--- src/rtl/tfp_consts.svh ---
// Register offsets, field positions, reset values and timing counts
`ifndef TFP_CONSTS_SVH
`define TFP_CONSTS_SVH
`define TFP_IDX_W 3
`define TFP_IDX_CONFIG 3'h0
`define TFP_IDX_INT_STATUS 3'h1
`define TFP_IDX_INT_MASK 3'h2
`define TFP_IDX_FAN_DAC 3'h3
`define TFP_IDX_REMOTE 3'h4
`define TFP_IDX_ALERT 3'h5
`define TFP_CFG_FAN_OFF 0
`define TFP_CFG_INT_EN 1
`define TFP_CFG_GPI_HIGH 2
`define TFP_INT_OVER_TEMP 0
`define TFP_INT_GPI 4
`define TFP_REM_RESET 0
`define TFP_REM_OFF 1
`define TFP_ALERT_OVER_TEMP 0
`define TFP_ALERT_GPI 1
`define TFP_ALERT_PWR_LOST 2
`define TFP_ALERT_TEST 3
`define TFP_BYTE_ZERO 8'h00
`define TFP_BYTE_FULL 8'hFF
`define TFP_SMB_ADDR 7'h2E
`define TFP_BIT_LAST 4'h8
`define TFP_PIN_RESET 6'h36
`define TFP_CLK_PERIOD_NS 40
`define TFP_RRST_PULSE_NS 1000
`define TFP_RRST_CYCLES ((`TFP_RRST_PULSE_NS + `TFP_CLK_PERIOD_NS - 1) / `TFP_CLK_PERIOD_NS)
`define TFP_HTRANS_NONSEQ 2'h2
`define TFP_HTRANS_SEQ 2'h3
`endif

--- src/rtl/tfp_pkg.sv ---
// Types shared by the thermal fan pin control block
package tfp_pkg;
    // Pins from outside the clock domain, in synchroniser order
    typedef struct packed {
        logic scl;
        logic sda;
        logic boardTestEnable;
        logic mainPowerN;
        logic auxResetN;
        logic generalInput;
    } tfp_pins_t;

    // One open-drain pin: level driven and its enable
    typedef struct packed {
        logic out;
        logic oe;
    } tfp_od_t;

    // Internal register write request
    typedef struct packed {
        logic en;
        logic [2:0] idx;
        logic [7:0] data;
    } tfp_wr_t;

    typedef enum logic [2:0] {
        SMB_IDLE, SMB_ADDR, SMB_ADDR_ACK, SMB_WDATA, SMB_WACK, SMB_RDATA, SMB_RACK
    } tfp_smb_state_t;
endpackage : tfp_pkg

--- src/rtl/tfp_pin_control.sv ---
// Pin control, serial slave and register file of the thermal fan controller
//
// The AHB-Lite slave port and the register addresses were decided locally.
`timescale 1ns/1ps
`include "tfp_consts.svh"

// Behaviour
// - Low fan-off output requests fan off
// - Released fan-off output allows fan to run
// - Polarity-selectable general input sets status bit 4
// - Floating general input reads zero, high reads one
// - Low auxiliary reset input resets the device
// - Power lost: fan output off, remote-off cleared
// - Serial message pulses remote reset output low
// - Board test enable high selects NAND test
// - Outside test mode, shared pin is fan output
// - Primary over-temp output low on setpoint violation
// - Fan full speed while over-temp asserted
// - Test mode routes NAND result to primary pin
// - Secondary over-temp output mirrors primary outside test mode
// - Serial message drives remote-off output high
// - Remote-off and its bit hold until power lost
// - Interrupt output drives only when config bit 1 set
// - Interrupt enable cleared after reset
// - Serial slave answers at address 0101110
// - First write byte loads pointer, second writes register
// - Mask register suppresses each interrupt source
module tfp_pin_control
    import tfp_pkg::*;
(
    input wire logic sys_clk,
    input wire logic reset,
    // AHB-Lite slave
    input wire logic hsel,
    input wire logic [31:0] haddr,
    input wire logic [1:0] htrans,
    input wire logic hwrite,
    input wire logic [2:0] hsize,
    input wire logic [31:0] hwdata,
    input wire logic hready,
    output logic [31:0] hrdata,
    output logic hreadyout,
    output logic hresp,
    // Pins
    input wire logic general_input,
    input wire logic aux_reset_n,
    input wire logic mainPowerN,
    input wire logic board_test_enable,
    input wire logic smbScl,
    input wire logic smbSdaIn,
    output logic smbSdaOut,
    output logic smbSdaOe,
    input wire logic overTempHit,
    output logic [7:0] fan_speed_analog,
    output logic fanSpeedOe,
    output logic fanOffOut,
    output logic fanOffOe,
    output logic over_temp_primary_n,
    output logic overTempPrimaryOe,
    output logic over_temp_secondary_n,
    output logic overTempSecondaryOe,
    output logic remoteResetOut,
    output logic remoteResetOe,
    output logic remoteOff,
    output logic intOut,
    output logic intOe
);
    localparam int RRST_CYCLES = `TFP_RRST_CYCLES;
    localparam int TREE_W = 5;
    tfp_pins_t pinRaw;
    tfp_pins_t pinMeta_q;
    tfp_pins_t pinSync_q;
    tfp_pins_t pinPrev_q;
    logic devReset;
    logic testMode;
    logic powerLost;
    logic gpiActive;
    logic sclRise;
    logic sclFall;
    logic smbStart;
    logic smbStop;
    logic [7:0] config_q;
    logic [7:0] intStatus_q;
    logic [7:0] intMask_q;
    logic [7:0] fanDac_q;
    logic remoteOff_q;
    logic [4:0] rrstCount_q;
    logic [7:0] fanDrive_q;
    logic treeOut_q;
    logic [TREE_W-1:0] treeIn;
    logic [TREE_W-1:0] treeChain;
    tfp_wr_t ahbWr;
    tfp_wr_t smbWr;
    tfp_wr_t wr;
    logic ahbWrPend_q;
    logic [2:0] ahbIdx_q;
    logic ahbMapped_q;
    tfp_smb_state_t smbState_q;
    logic [3:0] bitCount_q;
    logic [7:0] shift_q;
    logic [7:0] smbPtr_q;
    logic firstByte_q;
    logic readMode_q;
    logic sdaLow_q;
    logic [7:0] stsSet, stsClr;
    logic [7:0] smbRdByte;

    assign pinRaw = {smbScl, smbSdaIn, board_test_enable, mainPowerN, aux_reset_n, general_input};

    // Two-stage synchroniser; third stage only for edge detection
    always_ff @(posedge sys_clk) begin
        if (reset) begin
            pinMeta_q <= `TFP_PIN_RESET;
            pinSync_q <= `TFP_PIN_RESET;
            pinPrev_q <= `TFP_PIN_RESET;
        end else begin
            pinMeta_q <= pinRaw;
            pinSync_q <= pinMeta_q;
            pinPrev_q <= pinSync_q;
        end
    end

    // Aux pin joins the reset; synchronisers stay on the plain reset
    assign devReset = reset | ~pinSync_q.auxResetN;
    assign testMode = pinSync_q.boardTestEnable;
    assign powerLost = ~pinSync_q.mainPowerN;
    // Undriven pin assumed pulled low externally, so it reads as zero
    assign gpiActive = pinSync_q.generalInput == config_q[`TFP_CFG_GPI_HIGH];
    assign sclRise = pinSync_q.scl & ~pinPrev_q.scl;
    assign sclFall = ~pinSync_q.scl & pinPrev_q.scl;
    assign smbStart = pinSync_q.scl & pinPrev_q.scl & ~pinSync_q.sda & pinPrev_q.sda;
    assign smbStop = pinSync_q.scl & pinPrev_q.scl & pinSync_q.sda & ~pinPrev_q.sda;

    // Register read mux shared by both ports
    function automatic logic [7:0] regRead(input logic [2:0] idx);
        logic [7:0] v;
        v = `TFP_BYTE_ZERO;
        case (idx)
            `TFP_IDX_CONFIG: v = config_q;
            `TFP_IDX_INT_STATUS: v = intStatus_q;
            `TFP_IDX_INT_MASK: v = intMask_q;
            `TFP_IDX_FAN_DAC: v = fanDac_q;
            `TFP_IDX_REMOTE: v[`TFP_REM_OFF] = remoteOff_q;
            `TFP_IDX_ALERT: begin
                v[`TFP_ALERT_OVER_TEMP] = overTempHit;
                v[`TFP_ALERT_GPI] = gpiActive;
                v[`TFP_ALERT_PWR_LOST] = powerLost;
                v[`TFP_ALERT_TEST] = testMode;
            end
            default: v = `TFP_BYTE_ZERO;
        endcase
        return v;
    endfunction : regRead

    // AHB-Lite: zero wait states, always OKAY
    assign hreadyout = 1'b1;
    assign hresp = 1'b0;

    // Address phase capture; read data registered for the data phase
    always_ff @(posedge sys_clk) begin
        if (devReset) begin
            ahbWrPend_q <= 1'b0;
            ahbIdx_q <= `TFP_IDX_CONFIG;
            ahbMapped_q <= 1'b0;
            hrdata <= '0;
        end else if (hready) begin
            ahbWrPend_q <= hsel & hwrite & htrans[1];
            ahbIdx_q <= haddr[4:2];
            ahbMapped_q <= (haddr[31:5] == '0) && (haddr[4:2] <= `TFP_IDX_ALERT);
            if (hsel & ~hwrite & htrans[1] & (haddr[31:5] == '0)) begin
                hrdata <= {24'h00_0000, regRead(haddr[4:2])};
            end else begin
                hrdata <= '0;
            end
        end
    end

    assign ahbWr = '{en: ahbWrPend_q & ahbMapped_q, idx: ahbIdx_q, data: hwdata[7:0]};
    // Bus port wins a same-cycle collision; serial write then lost
    assign wr = ahbWr.en ? ahbWr : smbWr;

    // Configuration: fan-off, interrupt enable, input polarity
    always_ff @(posedge sys_clk) begin
        if (devReset) begin
            config_q <= `TFP_BYTE_ZERO;
        end else if (wr.en && wr.idx == `TFP_IDX_CONFIG) begin
            config_q <= wr.data;
        end
    end

    // Mask and fan code registers
    always_ff @(posedge sys_clk) begin
        if (devReset) begin
            intMask_q <= `TFP_BYTE_ZERO;
            fanDac_q <= `TFP_BYTE_ZERO;
        end else if (wr.en) begin
            if (wr.idx == `TFP_IDX_INT_MASK) begin
                intMask_q <= wr.data;
            end
            if (wr.idx == `TFP_IDX_FAN_DAC) begin
                fanDac_q <= wr.data;
            end
        end
    end

    // Sticky status, write one to clear; a new event beats the clear
    assign stsClr = (wr.en && wr.idx == `TFP_IDX_INT_STATUS) ? wr.data : `TFP_BYTE_ZERO;
    assign stsSet = (8'(gpiActive) << `TFP_INT_GPI) | (8'(overTempHit) << `TFP_INT_OVER_TEMP);
    always_ff @(posedge sys_clk) begin
        if (devReset) begin
            intStatus_q <= `TFP_BYTE_ZERO;
        end else begin
            intStatus_q <= (intStatus_q & ~stsClr) | stsSet;
        end
    end

    // Remote-off latch; power loss wins over a same-cycle set
    always_ff @(posedge sys_clk) begin
        if (devReset || powerLost) begin
            remoteOff_q <= 1'b0;
        end else if (wr.en && wr.idx == `TFP_IDX_REMOTE && wr.data[`TFP_REM_OFF]) begin
            remoteOff_q <= 1'b1;
        end
    end

    // Remote reset pulse timer; a new trigger restarts it
    always_ff @(posedge sys_clk) begin
        if (devReset) begin
            rrstCount_q <= '0;
        end else if (wr.en && wr.idx == `TFP_IDX_REMOTE && wr.data[`TFP_REM_RESET]) begin
            rrstCount_q <= 5'(RRST_CYCLES);
        end else if (rrstCount_q != '0) begin
            rrstCount_q <= rrstCount_q - 5'd1;
        end
    end

    // Fan drive: off on power loss, full on over-temp, else code
    always_ff @(posedge sys_clk) begin
        if (devReset || powerLost) begin
            fanDrive_q <= `TFP_BYTE_ZERO;
        end else if (overTempHit) begin
            fanDrive_q <= `TFP_BYTE_FULL;
        end else begin
            fanDrive_q <= fanDac_q;
        end
    end

    // NAND tree over the digital inputs, one gate per stage
    assign treeIn = {pinSync_q.generalInput, pinSync_q.auxResetN, pinSync_q.mainPowerN,
                     pinSync_q.scl, pinSync_q.sda};
    assign treeChain[0] = treeIn[0];
    generate
        for (genvar i = 1; i < TREE_W; i++) begin : g_tree
            assign treeChain[i] = ~(treeChain[i-1] & treeIn[i]);
        end
    endgenerate
    always_ff @(posedge sys_clk) begin
        if (devReset) begin
            treeOut_q <= 1'b0;
        end else begin
            treeOut_q <= treeChain[TREE_W-1];
        end
    end

    // Pin drivers; open-drain pins enable only to pull low, except the primary pin in test mode
    assign fan_speed_analog = fanDrive_q;
    assign fanSpeedOe = ~testMode;
    assign fanOffOut = 1'b0;
    assign fanOffOe = config_q[`TFP_CFG_FAN_OFF];
    assign over_temp_primary_n = testMode ? treeOut_q : 1'b0;
    assign overTempPrimaryOe = testMode | overTempHit;
    assign over_temp_secondary_n = 1'b0;
    assign overTempSecondaryOe = overTempHit;
    assign remoteResetOut = 1'b0;
    assign remoteResetOe = rrstCount_q != '0;
    assign remoteOff = remoteOff_q;
    assign intOut = 1'b0;
    assign intOe = config_q[`TFP_CFG_INT_EN] & |(intStatus_q & ~intMask_q);
    assign smbSdaOut = 1'b0;
    assign smbSdaOe = sdaLow_q;

    // Serial write request toward the register file
    assign smbWr = '{en: smbState_q == SMB_WDATA && sclFall && bitCount_q == `TFP_BIT_LAST
                         && !firstByte_q && smbPtr_q[7:3] == '0,
                     idx: smbPtr_q[2:0], data: shift_q};
    // Byte a serial read returns; pointers past the map read zero
    always_comb smbRdByte = regRead(smbPtr_q[2:0]) & {8{smbPtr_q[7:3] == '0}};

    // Serial bus slave on sampled clock and data
    always_ff @(posedge sys_clk) begin
        if (devReset || smbStop) begin
            smbState_q <= SMB_IDLE;
            bitCount_q <= '0;
            shift_q <= '0;
            firstByte_q <= 1'b0;
            readMode_q <= 1'b0;
            sdaLow_q <= 1'b0;
        end else if (smbStart) begin
            smbState_q <= SMB_ADDR;
            bitCount_q <= '0;
            sdaLow_q <= 1'b0;
        end else begin
            case (smbState_q)
                SMB_ADDR, SMB_WDATA: begin
                    if (sclRise && bitCount_q != `TFP_BIT_LAST) begin
                        shift_q <= {shift_q[6:0], pinSync_q.sda};
                        bitCount_q <= bitCount_q + 4'd1;
                    end else if (sclFall && bitCount_q == `TFP_BIT_LAST) begin
                        if (smbState_q == SMB_WDATA) begin
                            sdaLow_q <= 1'b1;
                            firstByte_q <= 1'b0;
                            smbState_q <= SMB_WACK;
                        end else if (shift_q[7:1] == `TFP_SMB_ADDR) begin
                            sdaLow_q <= 1'b1;
                            readMode_q <= shift_q[0];
                            firstByte_q <= ~shift_q[0];
                            smbState_q <= SMB_ADDR_ACK;
                        end else begin
                            smbState_q <= SMB_IDLE;
                        end
                    end
                end
                SMB_ADDR_ACK, SMB_WACK: begin
                    if (sclFall) begin
                        bitCount_q <= '0;
                        if (readMode_q) begin
                            shift_q <= smbRdByte;
                            sdaLow_q <= ~smbRdByte[7];
                            smbState_q <= SMB_RDATA;
                        end else begin
                            sdaLow_q <= 1'b0;
                            smbState_q <= SMB_WDATA;
                        end
                    end
                end
                SMB_RDATA: begin
                    if (sclRise) begin
                        bitCount_q <= bitCount_q + 4'd1;
                    end else if (sclFall) begin
                        if (bitCount_q == `TFP_BIT_LAST) begin
                            sdaLow_q <= 1'b0; // Master acknowledges
                            smbState_q <= SMB_RACK;
                        end else begin
                            shift_q <= {shift_q[6:0], 1'b0};
                            sdaLow_q <= ~shift_q[6];
                        end
                    end
                end
                SMB_RACK: begin
                    // Master NACK ends the read; ACK resends the same register
                    if (sclRise) begin
                        smbState_q <= pinSync_q.sda ? SMB_IDLE : SMB_ADDR_ACK;
                    end
                end
                default: smbState_q <= SMB_IDLE;
            endcase
        end
    end

    // Pointer load from the first byte of each write
    always_ff @(posedge sys_clk) begin
        if (devReset) begin
            smbPtr_q <= `TFP_BYTE_ZERO;
        end else if (smbState_q == SMB_WDATA && sclFall && bitCount_q == `TFP_BIT_LAST
                     && firstByte_q) begin
            smbPtr_q <= shift_q;
        end
    end
endmodule : tfp_pin_control

--- config.mk ---
export PLATFORM = sky130hd
export DESIGN_NAME = tfp_pin_control
export DESIGN_NICKNAME = d
export VERILOG_FILES = /design/src/rtl/tfp_pkg.sv /design/src/rtl/tfp_pin_control.sv
export VERILOG_INCLUDE_DIRS = /design/src /design/src/rtl
export SDC_FILE = /design/constraint.sdc
export NUM_CORES = 1
export LEC_CHECK = 0
export ABC_AREA = 1
export BUFFER_PORTS_ARGS = -buffer_cell sky130_fd_sc_hd__buf_2
export CORE_MARGIN = 5
export CORE_UTILIZATION = 35
export DETAILED_ROUTE_END_ITERATION = 10
export MAX_ROUTING_LAYER = met4
export RECOVER_POWER = 100
export SLEW_MARGIN = 20
export SYNTH_ARGS = -nofsm -noshare
export SYNTH_HDL_FRONTEND = slang
export SYNTH_SLANG_ARGS = --single-unit
--- constraint.sdc ---
create_clock -name sys_clk -period 1.4 [get_ports sys_clk]
set_input_delay 0.21 -clock sys_clk [delete_from_list [all_inputs] [get_ports sys_clk]]
set_output_delay 0.21 -clock sys_clk [all_outputs]
set_load 0.01 [all_outputs]
==> impl_metrics.yaml <==
finish:
  postLayoutCellArea_um2: 7160
  nets: 1059
  n_antenna_cell: 0
  fillers: 1585
  drive_above_1_share_pct: 29.9
  post-route-util_pct: 47.5
  syn2layout_area_growth_pct: 33.8
  final-instance-count-excl-fill: 1168
clock_tree:
  cts-root-buf: "clkbuf_16"
  cts_tree: "yes"
  clock_sinks: 100
  cts_buffers: 9
  clockBufferDepth: 2
  clk_pin_slew_worst_paths_ps: 70
  clk_latency_ps: 350
  htree_num_levels: 3
  ctsHoldBuffers: 0
worst_setup_path:
  arrival_ps: 1340
  startpoint: "intStatus_q[7]"
  rr_worst_depth: 12
  crit_path_end_kind: "primary output"
  worstSetupStartpointType: "register"
  critPathMaxFanout: 2
  r2r_start: "bitCount_q[0]"
  critPathRequiredTime_ps: 1190
  path_class: "reg2out"
yosys:
  synth_top_cells_by_count: "nand2_1 (166), nor2_1 (162), dfxtp_1 (100)"
  synthFlopType: "dfxtp_1"
  ys_ff_latch: 100
  syn_avg_cell_area_um2: 6.54
  synth_area_leader_cell: "dfxtp_1"
  async_flop_share_pct: 0
  yosysWarnings: 0
  synth_edf_count: 0
  syn_inst: 818
  synth.most_common_cell: "nand2_1"
  ys_types: 35
  synth_area_leaders: "dfxtp_1 (37%), nand2_1 (12%), nor2_1 (11%)"
  yosysSeqAreaShare_pct: 37.4
  netlist_area_um2: 5350
  synth_top_area_share_pct: 37.4
run_status:
  status: "finished, violations left"
  violations: "negative setup slack"
sta:
  fin_crit_sh_pct: 111
  fin_skew_ps: 5.58
  finalHoldViolCount: 0
  finalMaxSlewViolations: 0
  post-route-min-period_ps: 1550
  setup_viol: 62
  setup-tns-final_ps: -5090
  worst_slack_ps: -154
  rsz0062_at_grt: "true"
  fmax_ghz: 0.644
placement:
  portBuffers: 75
  dp_hpwl_mm: 11.9
  gp_congestion: 0.924
  placed_area_um2: 6340
  place_ws_ps: -294
  dp_cells: 1136
routing:
  vias_per_cell: 4.63
  drc: 0
  wl_per_cell_um: 13.1
  dr_total_vias: 5406
  wl_mm: 15.3
  antenna_left: 0
  first_pass_iters: 6
  drt_iter0_drc: 353
worst_hold_path:
  holdCritStartpoint: "smbSdaIn"
  holdPathStages: 2
  hp-class: "in2reg"
floorplanning:
  core_um2: 15100
  dieArea_um2: 17900
  dieHeight_um: 134
  io_pins: 137
  die_w_um: 134
  start_util_pct: 35.5
  rows: 45
grt:
  antenna_found_initial: 0
  grt_usage_pct: 17.7
  grt_pass1_vias: 5188
  grt_pass1_wl_mm: 24.8
  grt_overflow: 0
  grt_max_degree: 43
power:
  power_density_nw_per_um2: 1300
  power_leakage_nw: 3.23
  vdd_drop_max_mv: 0.778
run:
  drv_cap: 0
## power breakdown
group / switching [W] / total, W / internal (W)
Combinational: 0.00188 / 0.00323 / 0.00135
Clock: 0.00114 / 0.00277 / 0.00163
Sequential: 0.000225 / 0.00330 / 0.00307
## worst max-delay path, stage by stage, from the launching register on
cell and delay (ps):
dfxtp_2 340, inv_2 60, o22ai_2 70, nor4_1 270, nor2_1 100, buf_2 150
## cell families after synthesis
family | after synthesis | share of synthesized area, %
AO/OA/AOI/OAI | 107 | 10.4
XOR/XNOR | 6 | 0.982
adder cells (fa/ha/maj) | 3 | 0.701
buffers and inverters | 152 | 13.7
flip-flops | 100 | 37.4
multiplexers | 1 | 0.187
other | 2 | 0.140
AND/OR/NAND/NOR | 447 | 36.6
## state kept, by name, summed over array words and instances (netlist names)
register,flops
smbState_q,3
bitCount_q,4
rrstCount_q,5
treeOut_q,1
intMask_q,8
remoteOff,1
hrdata,8
smbSdaOe,1
ahbWrPend_q,1
intStatus_q,8
smbPtr_q,8
shift_q,8
config_q,8
fanDac_q,8
firstByte_q,1
ahbIdx_q,3
readMode_q,1
testMode,1
ahbMapped_q,1
fan_speed_analog,8
pinSync_q,5
pinMeta_q,6
pinPrev_q,2
## cell usage in the layout, fill, tap and decap left out, drive strengths merged
cell type / instances
o21ai: 53
nand2: 175
xor2: 6
nor4: 1
a31oi: 1
o211ai: 2
nor2: 173
nor3b: 2
inv: 100
clkinvlp: 1
o31ai: 1
buf: 143
nand4: 17
a21oi: 44
clkinv: 5
bufinv: 2
ha: 3
nand3: 53
mux2i: 1
o22ai: 6
conb: 31
clkbuf: 34
dfxtp: 100
nor3: 16
or2: 10
## layout make-up
type,instances,area [um2],area share (%)
Clock buffer,10,239,3.34
Clock inverter,6,96.3,1.34
Inverter,102,407,5.68
Multi-Input combinational cell,595,3080,42.9
Sequential cell,100,2040,28.5
Tap cell,188,235,3.28
Timing Repair Buffer,167,1070,14.9
## layer usage
metal,part of all wire [%],global-route usage (%),vias to the layer above
met5,0,-,-
met4,2.1,4.63,0
met3,5.7,4.34,24
met2,50,30.6,126
met1,42,20.6,2406
li1,-,-,2850
## final timing paths
path,endpoint,slack [ps]
worst max-delay path,intOe,-150
worst min-delay path,pinMeta_q[4],40
worst max register to register,rrstCount_q[1],-150
worst min register to register,testMode,400
## stage by stage
stage	power, W	hold WS [ps]
global route	0.00992	22.7
floorplan	0.00518	314
global placement	0.00616	391
CTS	0.00918	24.5
finish	0.00930	36.0
detailed placement	0.00617	394
## timing repair
action | CTS | global route
setup buffers | 13 | 4
resized for setup | 103 | 45
pin swaps | 19 | 15
endpoints found under the setup margin | 64 | 74
(Power assumes the default switching activity.)
